File: src/hw/modem_ctrl_pkg.sv
package modem_ctrl_pkg;

  // ---------------------------------------------------------------------------
  // Register map
  // ---------------------------------------------------------------------------
  localparam int ADDR_W = 3;
  localparam int DATA_W = 8;
  localparam logic [ADDR_W-1:0] OFS_TX_HOLD = 3'h0;
  localparam logic [ADDR_W-1:0] OFS_INT_ENABLE = 3'h1;
  localparam logic [ADDR_W-1:0] OFS_ENH_FEATURE = 3'h2;
  localparam logic [ADDR_W-1:0] OFS_MODEM_CTRL = 3'h4;
  localparam logic [ADDR_W-1:0] OFS_LINE_STAT = 3'h5;
  localparam logic [ADDR_W-1:0] OFS_MODEM_STAT = 3'h6;

  localparam logic [DATA_W-1:0] INT_ENABLE_RST = 8'h00;
  localparam logic [DATA_W-1:0] ENH_FEATURE_RST = 8'h00;
  localparam logic [DATA_W-1:0] MODEM_CTRL_RST = 8'h00;

  // ---------------------------------------------------------------------------
  // Field positions
  // ---------------------------------------------------------------------------
  localparam int MCR_TERM_READY = 0;
  localparam int MCR_SEND_REQ = 1;
  localparam int MCR_LOOPBACK = 4;
  localparam int MCR_INFRARED = 5;
  localparam int EFR_AUTO_RTS = 6;
  localparam int EFR_AUTO_CTS = 7;
  localparam int IER_RX = 0;
  localparam int IER_TX = 1;
  localparam int IER_MODEM = 3;
  localparam int LSR_RX_PEND = 0;
  localparam int LSR_TX_PEND = 5;
  // Change flags sit in bits 3:0, current levels in bits 7:4.
  localparam int MSR_D_CTS = 0;
  localparam int MSR_D_DSR = 1;
  localparam int MSR_RI_RISE = 2;
  localparam int MSR_D_CD = 3;
  localparam int MSR_LVL_LSB = 4;

  // Synchronised pin vector: cts, dsr, ri, cd, rx.
  localparam int PIN_W = 5;
  localparam logic [PIN_W-1:0] PIN_RST = 5'h1f;

  // ---------------------------------------------------------------------------
  // Timing
  // ---------------------------------------------------------------------------
  localparam int CLK_PERIOD_NS = 5;
  localparam int REF_DIV = 3;
  localparam logic [1:0] REF_LAST = 2'(REF_DIV - 1);
  localparam int TX_INT_MAX_NS = 100;
  localparam int TX_INT_MAX_CYC = TX_INT_MAX_NS / CLK_PERIOD_NS;
  localparam int MSR_CLR_MAX_NS = 35;
  localparam int MSR_CLR_MAX_CYC = MSR_CLR_MAX_NS / CLK_PERIOD_NS;
  localparam int TX_START_MIN_RCLK = 8;
  localparam int TX_START_MAX_RCLK = 24;
  localparam logic [4:0] TX_START_RCLK = 5'((TX_START_MIN_RCLK + TX_START_MAX_RCLK) / 2);

  typedef enum logic [0:0] {TXS_IDLE, TXS_WAIT} tx_start_state_t;

endpackage

File: src/hw/pin_sync3.sv
// Three-stage synchroniser with agreement filter: the level moves only
// once stages two and three agree, so a single-cycle glitch is dropped.
module pin_sync3 #(
  parameter int W = 1,
  parameter logic [W-1:0] RST = '1
) (
  input wire logic i_clk, // Clock
  input wire logic i_rst, // Synchronous reset
  input wire logic [W-1:0] i_async, // Pins from outside
  output logic [W-1:0] o_level // Filtered level
);

  logic [W-1:0] s1_q;
  logic [W-1:0] s2_q;
  logic [W-1:0] s3_q;

  always_ff @(posedge i_clk)
  begin
    if (i_rst)
    begin
      s1_q <= RST;
      s2_q <= RST;
      s3_q <= RST;
      o_level <= RST;
    end
    else
    begin
      s1_q <= i_async;
      s2_q <= s1_q;
      s3_q <= s2_q;
      o_level <= (s2_q & s3_q) | (o_level & (s2_q ^ s3_q));
    end
  end

endmodule

File: src/hw/modem_signal_ctrl.sv
// How it works
// - Terminal-ready pin is inverse of control bit 0.
// - Set-ready, carrier, ring: status only.
// - Control bit 1 set drives send-request low.
// - Send-request pin high after reset.
// - Auto flow: send-request low asks send, high suspends.
// - Clear-to-send change sets flag 0, interrupt.
// - Auto flow: clear-to-send high holds transmitter.
// - Set-ready change sets flag 1, interrupt.
// - Carrier change sets flag 3, interrupt.
// - Only ring rising edge sets flag 2.
// - Transmit pin rests high in normal mode.
// - Loopback: pin high, receive ignored, internal route.
// - Infrared mode: transmit pin rests low.
// - Receive interrupt within one reference cycle.
// - Transmit interrupt within 100 ns of stop.
// - Next character starts 8 to 24 reference cycles.
// - Status read clears modem interrupt within 35 ns.
// - Reset forces internal receive and transmit high.
// - Reference clock is crystal divided by three.
module modem_signal_ctrl
  import modem_ctrl_pkg::*;
(
  input wire logic i_clk, // Crystal clock
  input wire logic i_rst, // Synchronous reset, active high
  input wire logic [ADDR_W-1:0] i_addr, // Register address
  input wire logic [DATA_W-1:0] i_wdata, // Write data
  input wire logic i_wr, // Write strobe
  input wire logic i_rd, // Read strobe
  output logic [DATA_W-1:0] o_rdata, // Read data, cycle after strobe
  input wire logic i_clear_to_send_in_n, // Clear-to-send pin
  input wire logic i_set_ready_in_n, // Data-set-ready pin
  input wire logic i_carrier_detect_in_n, // Carrier-detect pin
  input wire logic i_ring_indicator_in_n, // Ring-indicator pin
  input wire logic i_serial_rx_in, // Receive pin
  output logic o_terminal_ready_out_n, // Terminal-ready pin
  output logic o_send_request_out_n, // Send-request pin
  output logic o_serial_tx_out, // Transmit pin
  input wire logic i_tx_bit, // Serial bit from transmitter core
  input wire logic i_tx_busy, // Transmitter is shifting a character
  input wire logic i_tx_enable, // Transmitter enabled
  input wire logic i_sleep, // Sleep mode
  input wire logic i_rx_room, // Receive buffer below threshold
  input wire logic i_rx_stop_sampled, // Receiver sampled a stop bit
  input wire logic i_tx_stop_done, // Transmitter finished a stop bit
  output logic o_rx_bit, // Serial bit into receiver core
  output logic o_tx_hold, // Suspend transmission
  output logic o_tx_start, // Start next character
  output logic o_ref_tick, // Reference-clock enable
  output logic o_irq // Interrupt request
);

  // ---------------------------------------------------------------------------
  // Helpers
  // ---------------------------------------------------------------------------
  // Set wins over clear so an event in the clearing cycle is kept.
  function automatic logic flag_next(input logic cur, input logic set, input logic clr);
    flag_next = set | (cur & ~clr);
  endfunction

  logic [DATA_W-1:0] ier_q;
  logic [DATA_W-1:0] efr_q;
  logic [DATA_W-1:0] mcr_q;
  logic [3:0] delta_q;
  logic [3:0] delta_set;
  logic rx_int_q;
  logic tx_int_q;
  logic [1:0] ref_cnt_q;
  logic [4:0] start_cnt_q;
  tx_start_state_t start_st_q;
  logic [PIN_W-1:0] pin_lvl;
  logic [3:0] lvl_q;
  logic [3:0] lvl_now;
  logic rx_sync;
  logic wr_hold;
  logic rd_msr;
  logic rd_hold;
  logic msr_pend;
  logic tx_idle_level;

  assign wr_hold = i_wr && (i_addr == OFS_TX_HOLD);
  assign rd_msr = i_rd && (i_addr == OFS_MODEM_STAT);
  assign rd_hold = i_rd && (i_addr == OFS_TX_HOLD);

  // ---------------------------------------------------------------------------
  // Reference clock
  // ---------------------------------------------------------------------------
  always_ff @(posedge i_clk)
  begin
    if (i_rst)
      ref_cnt_q <= 2'h0;
    else if (ref_cnt_q == REF_LAST)
      ref_cnt_q <= 2'h0;
    else
      ref_cnt_q <= ref_cnt_q + 2'h1;
  end

  assign o_ref_tick = (ref_cnt_q == REF_LAST);

  // ---------------------------------------------------------------------------
  // Registers
  // ---------------------------------------------------------------------------
  always_ff @(posedge i_clk)
  begin
    if (i_rst)
    begin
      ier_q <= INT_ENABLE_RST;
      efr_q <= ENH_FEATURE_RST;
      mcr_q <= MODEM_CTRL_RST;
    end
    else if (i_wr)
    begin
      if (i_addr == OFS_INT_ENABLE)
        ier_q <= i_wdata;
      if (i_addr == OFS_ENH_FEATURE)
        efr_q <= i_wdata;
      if (i_addr == OFS_MODEM_CTRL)
        mcr_q <= i_wdata;
    end
  end

  always_ff @(posedge i_clk)
  begin
    if (i_rst)
      o_rdata <= 8'h00;
    else if (i_rd)
    begin
      case (i_addr)
        OFS_INT_ENABLE: o_rdata <= ier_q;
        OFS_ENH_FEATURE: o_rdata <= efr_q;
        OFS_MODEM_CTRL: o_rdata <= mcr_q;
        OFS_LINE_STAT:
        begin
          o_rdata <= 8'h00;
          o_rdata[LSR_RX_PEND] <= rx_int_q;
          o_rdata[LSR_TX_PEND] <= tx_int_q;
        end
        OFS_MODEM_STAT: o_rdata <= {lvl_q, delta_q};
        default: o_rdata <= 8'h00;
      endcase
    end
    else
      o_rdata <= 8'h00;
  end

  // ---------------------------------------------------------------------------
  // Modem pins
  // ---------------------------------------------------------------------------
  pin_sync3 #(
    .W(PIN_W),
    .RST(PIN_RST)
  ) u_sync (
    .i_clk(i_clk),
    .i_rst(i_rst),
    .i_async({i_serial_rx_in, i_carrier_detect_in_n, i_ring_indicator_in_n,
              i_set_ready_in_n, i_clear_to_send_in_n}),
    .o_level(pin_lvl)
  );

  // Active-high levels in change-flag order: cts, dsr, ri, cd.
  assign lvl_now = ~pin_lvl[3:0];
  assign rx_sync = pin_lvl[4];

  always_ff @(posedge i_clk)
  begin
    if (i_rst)
      lvl_q <= 4'h0;
    else
      lvl_q <= lvl_now;
  end

  always_comb
  begin
    delta_set = lvl_now ^ lvl_q;
    delta_set[MSR_RI_RISE] = ~lvl_now[MSR_RI_RISE] & lvl_q[MSR_RI_RISE];
  end

  // Ring is active low on the pin, so its low-to-high pin edge is the
  // moment the active-high level falls.
  always_ff @(posedge i_clk)
  begin
    if (i_rst)
      delta_q <= 4'h0;
    else
      for (int i = 0; i < 4; i++)
        delta_q[i] <= flag_next(delta_q[i], delta_set[i], rd_msr);
  end

  assign msr_pend = |delta_q;

  // The set-ready, carrier and ring levels feed only the status register.
  assign o_terminal_ready_out_n = ~mcr_q[MCR_TERM_READY];

  // Automatic mode still needs the software bit, so software must raise it
  // after enabling automatic flow.
  assign o_send_request_out_n = efr_q[EFR_AUTO_RTS] ?
                                ~(mcr_q[MCR_SEND_REQ] & i_rx_room) :
                                ~mcr_q[MCR_SEND_REQ];

  assign o_tx_hold = efr_q[EFR_AUTO_CTS] & ~lvl_now[MSR_D_CTS];

  // ---------------------------------------------------------------------------
  // Serial line
  // ---------------------------------------------------------------------------
  always_comb
  begin
    tx_idle_level = ~mcr_q[MCR_INFRARED];
    if (mcr_q[MCR_LOOPBACK])
      tx_idle_level = 1'b1;
  end

  always_ff @(posedge i_clk)
  begin
    if (i_rst)
    begin
      o_serial_tx_out <= 1'b1;
      o_rx_bit <= 1'b1;
    end
    else
    begin
      if (mcr_q[MCR_LOOPBACK] || !i_tx_busy || !i_tx_enable || i_sleep)
        o_serial_tx_out <= tx_idle_level;
      else if (mcr_q[MCR_INFRARED])
        o_serial_tx_out <= ~i_tx_bit;
      else
        o_serial_tx_out <= i_tx_bit;
      if (mcr_q[MCR_LOOPBACK])
        o_rx_bit <= i_tx_bit;
      else if (mcr_q[MCR_INFRARED])
        o_rx_bit <= ~rx_sync;
      else
        o_rx_bit <= rx_sync;
    end
  end

  // ---------------------------------------------------------------------------
  // Character interrupts and transmit start
  // ---------------------------------------------------------------------------
  always_ff @(posedge i_clk)
  begin
    if (i_rst)
    begin
      rx_int_q <= 1'b0;
      tx_int_q <= 1'b0;
    end
    else
    begin
      rx_int_q <= flag_next(rx_int_q, i_rx_stop_sampled, rd_hold);
      tx_int_q <= flag_next(tx_int_q, i_tx_stop_done, wr_hold);
    end
  end

  // The delay is counted in reference ticks so it scales with the divider.
  always_ff @(posedge i_clk)
  begin
    if (i_rst)
    begin
      start_st_q <= TXS_IDLE;
      start_cnt_q <= 5'h00;
      o_tx_start <= 1'b0;
    end
    else
    begin
      o_tx_start <= 1'b0;
      case (start_st_q)
        TXS_IDLE:
          if (wr_hold)
          begin
            start_st_q <= TXS_WAIT;
            start_cnt_q <= 5'h00;
          end
        TXS_WAIT:
          if (o_ref_tick)
          begin
            if (start_cnt_q == TX_START_RCLK - 5'h01)
            begin
              o_tx_start <= 1'b1;
              start_st_q <= TXS_IDLE;
            end
            else
              start_cnt_q <= start_cnt_q + 5'h01;
          end
        default: start_st_q <= TXS_IDLE;
      endcase
    end
  end

  assign o_irq = (msr_pend & ier_q[IER_MODEM]) |
                 (rx_int_q & ier_q[IER_RX]) |
                 (tx_int_q & ier_q[IER_TX]);

  // ---------------------------------------------------------------------------
  // Checks
  // ---------------------------------------------------------------------------
  localparam int start_lo_c = TX_START_MIN_RCLK * REF_DIV;
  localparam int start_hi_c = TX_START_MAX_RCLK * REF_DIV;
  localparam int msr_clr_c = MSR_CLR_MAX_CYC;
  localparam int tx_int_c = TX_INT_MAX_CYC;

  // Clocks since the write that armed the start timer, so the window can be checked.
  logic [6:0] start_age_q;
  always_ff @(posedge i_clk)
  begin
    if (i_rst)
      start_age_q <= 7'h00;
    else if (wr_hold && start_st_q == TXS_IDLE)
      start_age_q <= 7'h01;
    else if (start_st_q == TXS_WAIT)
      start_age_q <= start_age_q + 7'h01;
  end
endmodule

File: config.mk
export PLATFORM = sky130hd
export DESIGN_NAME = modem_signal_ctrl
export DESIGN_NICKNAME = d
export VERILOG_FILES = /design/src/hw/modem_ctrl_pkg.sv /design/src/hw/pin_sync3.sv /design/src/hw/modem_signal_ctrl.sv
export SDC_FILE = /design/constraint.sdc
export NUM_CORES = 1
export LEC_CHECK = 0
export BUFFER_PORTS_ARGS = -buffer_cell sky130_fd_sc_hd__buf_4
export CAP_MARGIN = 10
export CORE_MARGIN = 2
export CORE_UTILIZATION = 56
export DETAILED_ROUTE_END_ITERATION = 10
export GPL_TIMING_DRIVEN = 0
export PLACE_DENSITY_LB_ADDON = 0.25
export SYNTH_ARGS = -nofsm -noshare
export SYNTH_HDL_FRONTEND = slang
export SYNTH_HIERARCHICAL = 1
export SYNTH_SLANG_ARGS = --single-unit
export TNS_END_PERCENT = 5
File: constraint.sdc
create_clock -name i_clk -period 1.8 [get_ports i_clk]
set_input_delay 0.36 -clock i_clk [delete_from_list [all_inputs] [get_ports i_clk]]
set_output_delay 0.36 -clock i_clk [all_outputs]
set_load 0.02 [all_outputs]
After elaboration in Yosys (flattened, before gate mapping):

Cells that the tools add are included.

* logic and storage cells: 103
* latch bits: 0
* memories: 0
* input bits: 27
* output and inout port bits: 16
* register bits: 73
* bits in read-only memories: 0
* memory bits (writable): 0

* $add $sub $neg: 2
* multipliers: 0
* magnitude comparators: 0
* equal/unequal tests: 10
* shift operators: 0
* mux-type cells: 16
* div/mod/pow operators: 0
* bitwise gates (word level): 40
* reduce and logical (&&, ||, !) cells: 17

Operators with widths (count)
* 8-bit one-hot mux with 5 select lines: 1
* 5-bit two-way mux: 3
* 1-bit NOT: 14
* 1-bit AND: 12
* 5-bit AND: 2
* 1-bit two-way mux: 10
* 5-bit one-hot mux with 2 select lines: 1
* 3-bit == test, second input constant: 3
* 1-bit OR: 8
* 2-bit != test, second input constant: 3
* 2-bit AND reduction: 3
* 5-bit by 1-bit adder with 5-bit output, second input constant: 1
* 5-bit by 4-bit == test with 1-bit output, second input constant: 1
* 5-bit OR: 1
* 5-bit XOR: 1
* 4-bit NOT: 1
* 2-bit OR reduction: 2
* 4-bit OR reduction: 1
* 4-bit XOR: 1
* 3-bit by 1-bit == test with 1-bit output, second input constant: 1
* 3-bit by 2-bit == test with 1-bit output, second input constant: 1
* 1-bit logical AND: 3
* 3-bit logical NOT: 1
* 1-bit logical OR: 3
* other kinds (6): 7

Longest topological paths before layout:

Gate-level depths: netlist of run 1.

* depth after elaboration: 5
* mapped depth: 6
* depth with buffers taken out: 6

Hierarchy:

The synthesis of run 1 kept the hierarchy.

By module, submodules not included
* modem_signal_ctrl: instances 1, seq. area each 1061.0 um^2, area an instance 2316.0 um^2, cells each 241
* pin_sync3: instances 1, seq. area each 400.4 um^2, area an instance 616.8 um^2, cells each 47

Worst setup path before layout of run 1:

Ideal clock, no wire load.

* kind: reg-to-reg
* start point: register start_cnt_q[0]
* end point: register start_cnt_q[2]
* path buffers: 0
* required time: 1729 ps
* data arrival time: 1518 ps
* stages on the path, launching flop included: 7
* setup time: 71 ps
* path slack: 211 ps
* period minus slack after synthesis: 1589 ps
* cells stage by stage: dfxtp_1 > ha_1 > and3_1 > ha_1 > nand3b_1 > or3_1 > a21oi_1

* cells in the longest elaborated chain, start to end: 4
* elaborated cells between the ends (all ways): 7
* those cells by class: add/sub: 1; eq/ne: 2; mux: 3; reduce/logical: 1

Ends and longest elaborated chain
* start: declaration: RTL line modem_signal_ctrl.sv:69 `logic [4:0] start_cnt_q;`
* start signal: assignment: RTL line modem_signal_ctrl.sv:281 `start_cnt_q <= start_cnt_q + 5'h01;`
* 5-bit by 1-bit adder with 5-bit output: RTL line modem_signal_ctrl.sv:281
* 5-bit two-way mux: RTL line modem_signal_ctrl.sv:275 `if (start_cnt_q == TX_START_RCLK - 5'h01)`
* 5-bit two-way mux: RTL line modem_signal_ctrl.sv:273 `if (o_ref_tick)`
* 5-bit one-hot mux with 2 select lines: RTL line modem_signal_ctrl.sv:265 `case (start_st_q)`

Parallel ways exist; a longest one is shown, timed or not. The select of a mux whose other input is x is not followed.
A chain may end at the register's enable or synchronous reset.

Worst setup path in the final report of run 1:

Ends and elaborated chain as after synthesis.

==> run summary, run 1 <==
The run finished with clean final reports. For the max-capacitance violation count, the log shows 0. The tools report the overflow left after global routing as 0. TritonCTS built the clock tree. The switching fraction of total power works out to 0.2207. The total of flip-flops plus latches after synthesis was 73. For the hold violation total from the final report, the log shows 0.

The startpoint of the most critical register-to-register path is start_cnt_q[0]. Setup slack on the critical path of the routed design comes to 0.04465 ns. The number of antenna violations at the first check in global routing is 0, and the internal power of the cells is 2691 uW. The mapped netlist covers 2933 um^2. The detailed router's first-iteration violation count came out at 159.

The cell sitting at the root of the clock tree is a clkbuf_8. The average cell area after synthesis is 10.18 um^2. For flop-to-flop paths, the worst setup slack is 0.04 ns.

The type of element capturing the critical path was a register. The logs give 0.6389 for the worst slew slack as a fraction of its limit and 0.4983 for the sequential share of the synthesized area. The final instance count without filler cells came out at 417. The commonest register cell after synthesis is dfxtp_1. Counting flops with a built-in enable in the synthesized netlist gives 0. Of all nets on the critical path, the largest fanout is 6. Timing analysis after detailed placement gives a worst setup slack of 0.05033 ns.

The worst clock skew is 0.007409 ns, and the fraction of power consumed by sequential logic is 0.491. Fill cells in the final layout number 404. The detailed-route vias per instance came out at 5.410.

Once placement finished, the instance area stood at 3336 um^2. Yosys mapped the design onto 42 distinct sky130hd cell types. The number of H-tree levels was 3. For the pin with the worst max-slew slack, the measured transition is 0.5417 ns. The repair_antennas step left the layout with diodes totalling 0. The final-report setup violation count was 0; the overall fraction of global-route tracks in use was 0.2286. The area share of the largest cell type after synthesis is 0.4983, and the number of nets in the final layout is 377.

The Yosys step of the flow raised 6 warnings. Clock-pin slew was measured on the worst setup and hold paths at 0.08 ns. IR analysis of the VDD net gives a maximum drop of 0.6777 mV. For this design, the sink count on the clock tree is 73. Entering global routing, the biggest net connects 13 pins.

The minimum clock period is 1.755 ns. Synthesis handed over a netlist of 288 instances. For the part of the power in combinational logic, the log shows 0.079.

By count the netlist is led by dfxtp_1, nor2_1, mux2i_1, nand3b_1. The leakage dissipation was 0.001363 uW. The area growth from synthesis to final layout is 22.44%. The run gives 2205 as the via count of the first global-routing pass.

The logs give 2.02 ns for the critical path arrival and 323 for the post-synthesis net count. For this block, the routed nets add up to 6357 um of wire. Fraction of registers with async set or reset after synthesis: 0.

Detailed-route via count: 2256. The most critical setup path has its endpoint at start_cnt_q[2]. The finished cells cover 3591 um^2. Clock latency on the worst-skew pair, taken at its later pin, is 0.34 ns. The total area inside the core boundary comes to 5075 um^2.

The clock passes through at most 2 buffers. The first detailed-routing pass took 4 iterations. The share of cells above drive strength 1 came out at 0.2392. The count of buffers added on input and output ports is 42.

Once detailed placement completed, the half-perimeter wirelength came to 4188 um. The die is 76.37 um wide. The tools report the peak clock frequency supported by timing as 0.5697 GHz. The effective utilization at floorplan is 0.5779. In this run the vertical extent of the chip is 76.37 um. The number of instances in the placed design was 400. The detail-routed net length per standard cell was 15.24 um; the share of the clock period used by the worst path was 0.9752.

Beginning of the critical path: start_cnt_q[0]. The die area is 5832 um^2, and the required time of the critical path is 2.07 ns. Buffers inserted during clock tree synthesis total 9.

By instance count, the leading cell after synthesis is dfxtp_1. The run gives 0.8498 as the final weighted congestion in routability-driven placement. The worst setup path is launched from a register.

For the first-pass GRT wire length, the log shows 10550 um. The largest total area in the synthesized netlist belongs to dfxtp_1. The net switching power figure was 762.3 uW. The tools report the end-of-flow core utilization as 0.7076.

The power density normalized to cell area is 961.8 nW/um^2. After clock tree synthesis, the flow added hold-fix buffers numbering 0. In the routed design, unresolved DRC markers number 0.

For the number of max-slew violations in the final report, the log shows 0. The initialized floorplan defines 26 standard-cell rows. Counting cells, the worst reg-to-reg path comes to 6. The worst setup path is of the reg2reg kind. The worst reg2reg path endpoint was start_cnt_q[2].

Setup repair after global routing could not meet its margin everywhere. By area the synthesized netlist is led by dfxtp_1, mux2i_1, nand3b_1. The tightest min-delay check is of the in2reg type. In this run the count of I/O pins placed on the die edge is 43. The final-layout setup total negative slack is 0 ns.

The count of nets left with antenna violations after detail routing came out at 0. The tools report the fraction of power consumed by the clock network as 0.429.
[worst max-delay path: stages, from the launching register on]
cell and delay, ns:
dfxtp_4 0.36, ha_2 0.18, and3_1 0.18, ha_2 0.18, nand3b_1 0.26, or3_1 0.40, a21oi_1 0.12
[repair_timing]
item / CTS / global route
buffers inserted: 0 / 1
setup endpoints to repair: 0 / 3
gates resized for setup: 0 / 5
[registers in the layout, summed over array words and instances, names as in the netlist, 2 cells and up]
| register | count |
|---|---|
| efr_q | 8 |
| ier_q | 8 |
| mcr_q | 8 |
| o_rdata | 8 |
| start_cnt_q | 5 |
| u_sync/o_level | 5 |
| u_sync/s1_q | 5 |
| u_sync/s2_q | 5 |
| u_sync/s3_q | 5 |
| delta_q | 4 |
| lvl_q | 4 |
| ref_cnt_q | 2 |
[routing by layer]
metal	GRT usage	share of wire	wire, um
met4	0.1000	0.015	97
met5	0	0	0
met1	0.2960	0.45	2891
met2	0.3699	0.48	3029
met3	0.04858	0.053	338
[power by group through the flow]
stage / logic, uW / clock network [uW] / registers [uW]
final: 274 / 1480 / 1700
after global routing: 304 / 1560 / 1700
after CTS: 273 / 1500 / 1700
after detailed placement: 270 / 0 / 1730
after global placement: 265 / 0 / 1730
after floorplan: 160 / 0 / 1730
[worst min path at each step]
stage / startpoint / endpoint / slack [ns] / cells past startpoint
detailed placement: u_sync/s1_q[1] / u_sync/s2_q[1] / 0.39 / 1
finish: i_ring_indicator_in_n / u_sync/s1_q[2] / 0.20 / 2
global route: i_serial_rx_in / u_sync/s1_q[4] / 0.20 / 2
CTS: i_ring_indicator_in_n / u_sync/s1_q[2] / 0.19 / 2
global placement: u_sync/s1_q[4] / u_sync/s2_q[4] / 0.39 / 1
floorplan: u_sync/s1_q[0] / u_sync/s2_q[0] / 0.38 / 1
[per-stage QoR]
step,hold slack (ns),power [uW]
after floorplan,0.3832,1888
after global placement,0.3878,1997
after detailed placement,0.3892,2004
after CTS,0.1888,3467
after global routing,0.1964,3569
final,0.1979,3454
[cell families after synthesis]
logic type / synth area share
mux: 0.1160
buf+inv: 0.03669
xor+xnor: 0.01493
simple gates: 0.2009
flops: 0.4983
fa+ha+maj: 0.03413
compound gates: 0.09898
[area by class of cell]
type / count / area, um^2 / area share
Multi-Input combinational cell: 192 / 1369 / 0.3812
Clock buffer: 12 / 165.2 / 0.04599
Buffer: 18 / 88.84 / 0.02474
Clock inverter: 4 / 73.82 / 0.02056
Tap cell: 70 / 87.58 / 0.02439
Timing Repair Buffer: 43 / 322.8 / 0.08990
Sequential cell: 73 / 1465 / 0.4080
Inverter: 5 / 18.77 / 0.005226
[cell usage in the layout, fill, tap and decap left out, types with 4 or more instances in the layout]
cell type   n
buf_2       8
inv_1       5
nand3b_1   18
nor2_1     34
clkbuf_1    8
buf_4      44
xnor2_1     4
or2_1      16
ha_1        6
a21o_1      8
mux2i_1    25
a211o_1     5
clkbuf_8   12
mux2_2      8
nand2_1    11
or3_1       4
dfxtp_1    72
a21oi_1    16
(Power assumes the default switching activity.)
==> run 2: changes to the inputs <==
==> constraint.sdc (replaced) <==
create_clock -name i_clk -period 2 [get_ports i_clk]
set_input_delay 0.4 -clock i_clk [delete_from_list [all_inputs] [get_ports i_clk]]
set_output_delay 0.4 -clock i_clk [all_outputs]
set_load 0.02 [all_outputs]
==> run summary, run 2 (same netlist as run 1, synthesis figures left out) <==
The slowest stage of the critical path is the dfxtp_1 cell. Data on the critical path is required at its endpoint by 2.27 ns. The first global-routing pass estimated 10550 um of wire. For the critical path arrival, the log shows 2.06 ns.

Detailed placement ended at an HPWL of 4188 um. The buffer cell driving the clock tree root is clkbuf_8. The run gives 0.21 ns as the minimum setup slack among reg-to-reg paths. The run gives 0 as the total DRC errors in the routed layout. The startpoint of the worst hold path was i_ring_indicator_in_n. For the insertion delay to the later sink of the worst-skew pair, the log shows 0.34 ns.

The worst register-to-register path begins at start_cnt_q[0]. For this block, the via count after detailed routing is 2269. For the worst flop-to-flop path, the logic depth is 6.

The design draws 3113 uW. The leakage dissipation came out at 0.001359 uW. The logs give 0 for the count of nets left with antenna violations after detail routing and 2205 for the via count of the first global-routing pass. In this design, the stage delay of the slowest critical-path cell is 0.36 ns. The count of buffers from port buffering was 42.

For this design the ratio of total power to cell area is 870.7 nW/um^2. The logs give 0.5779 for the effective utilization at floorplan and 13 for the largest net degree at the start of global routing. The die boundary width is 76.37 um, and the total inserted antenna cells is 0.

The max-capacitance violation count came out at 0. The worst clock skew was 0.007857 ns; the share of cells above drive strength 1 was 0.2283. The worst path needs 1.790 ns of the cycle, external delays included.

Fill cells in the final layout number 406. The signal on the critical path passes through ha_1 -> and3_1 -> ha_1 -> nand3b_1 -> or3_1 -> a21oi_1. The count of buffer and inverter cells on the critical path was 0. The cell repeated most along the worst path was ha_1. Setup repair after global routing left no endpoint under its margin.

Leaving out fill and tap cells, the most frequent cell in the layout is dfxtp_1. CTS saw 73 sinks. The number of gates resized after CTS was 0.

The number of H-tree levels came out at 3. The tools report the worst slew slack as a fraction of its limit as 0.6298. Along the worst path, the maximum fanout reaches 6.

The worst hold path terminates at u_sync/s1_q[2]. Number of buffers inserted to repair setup after CTS: 0. By startpoint and endpoint, the worst setup path is classified as reg2reg. No sink is reached through more buffers than the 2 on the longest clock path. In the final routed layout, each cell accounts on average for 15.25 um. The wire length after detailed routing is 6344 um, and the share of the clock period used by the worst path is 0.8948. Number of antenna violations at the first check in global routing: 0. The total of hold buffers inserted after clock tree synthesis is 0, and the number of nets in the final layout is 376. TritonCTS built the clock tree. After the first detailed-routing iteration, the DRC count stood at 138. The worst register-to-register path ends at start_cnt_q[2]. Type of element capturing the critical path: a register.

The peak clock frequency supported by timing came out at 0.5588 GHz. The post-place instance area was 3336 um^2; the number of placement rows was 26. The die covers 5832 um^2. The run gives 0 as the number of max-slew violations in the final report. The overall fraction of global-route tracks in use is 0.2286, and the detailed-routing iteration count for the pre-antenna-repair pass is 4. The area growth from synthesis to final layout works out to 21.89%.

The hold violation total from the final report is 0, and the floorplan die height is 76.37 um. The tools report the peak supply drop as 0.6095 mV. The post-CTS clock slew at the launch and capture registers of the worst setup and hold paths was 0.08 ns. Leaving out fill and tap cells, the most frequent cells in the layout are dfxtp_1, buf_4, nor2_1. After routing the design area is 3575 um^2. The total overflow left after global routing is 0. Kind of launch point of the worst setup path: a register. The type of the tightest min-delay check was in2reg.

The number of buffers created by CTS is 9. The flow ran to the end, and the final reports show no timing, DRC or antenna violations. At the pin with the least slew margin, the transition time is 0.5553 ns.

The final-report setup violation count was 0; the detailed-route vias per instance was 5.454. The congestion estimate from routability-driven global placement came to 0.8498. The final-layout setup total negative slack is 0 ns, and the cell depth of the worst min-delay path is 2. After floorplanning, the core was sized to cover 5075 um^2. Grouping stages by cell kind, the critical path spends the most delay in simple AND/OR/NAND/NOR gates.

In this run the count of I/O pins placed on the die edge is 43.
==> run 2: changes by cell type in the layout (fill, tap and decap cells not counted), sizes merged <==
| cell | delta |
|---|---|
| buf | -1 |
==> run 2: worst max path at each step <==
stage,startpoint,endpoint,slack (ns),cells after the start
finish,start_cnt_q[0],start_cnt_q[2],0.21,6
global placement,start_cnt_q[0],start_cnt_q[2],0.29,6
global route,start_cnt_q[0],start_cnt_q[3],0.11,6
CTS,start_cnt_q[0],start_cnt_q[2],0.21,6
detailed placement,start_cnt_q[0],start_cnt_q[2],0.25,6
floorplan,start_cnt_q[0],start_cnt_q[2],0.41,6
==> run 2: per-layer routing <==
layer,vias up,track usage,wire length (um),part of all wire
li1,1104,-,-,-
met1,1095,0.2960,2898,0.46
met2,57,0.3699,2999,0.47
met3,13,0.04858,329,0.052
met4,0,0.1000,116,0.018
met5,-,0,0,0
==> run 2: per-stage QoR <==
stage	hold WS, ns	std cells	utilization	worst slack, ns
after floorplan	0.3832	288	-	0.4111
after global placement	0.3878	400	0.6573	0.2897
after detailed placement	0.3892	400	0.6573	0.2503
after CTS	0.2288	416	0.7044	0.2092
after global routing	0.2364	416	0.7044	0.1126
final	0.2354	416	0.7044	0.2104
==> run 2: report_power, final <==
group	internal (uW)	switching [uW]	total, uW
combinational	117	129	246
sequential	1500	27.4	1530
clock	805	533	1340
==> run 2: cell type report <==
class / count / area [um^2] / share of cell area
buffer: 18 / 88.84 / 0.02485
clock inverter: 4 / 73.82 / 0.02065
timing repair buffer: 42 / 315.3 / 0.08820
sequential: 73 / 1461 / 0.4088
multi-input combinational: 192 / 1364 / 0.3815
tap: 70 / 87.58 / 0.02450
inverter: 5 / 18.77 / 0.005250
clock buffer: 12 / 165.2 / 0.04620
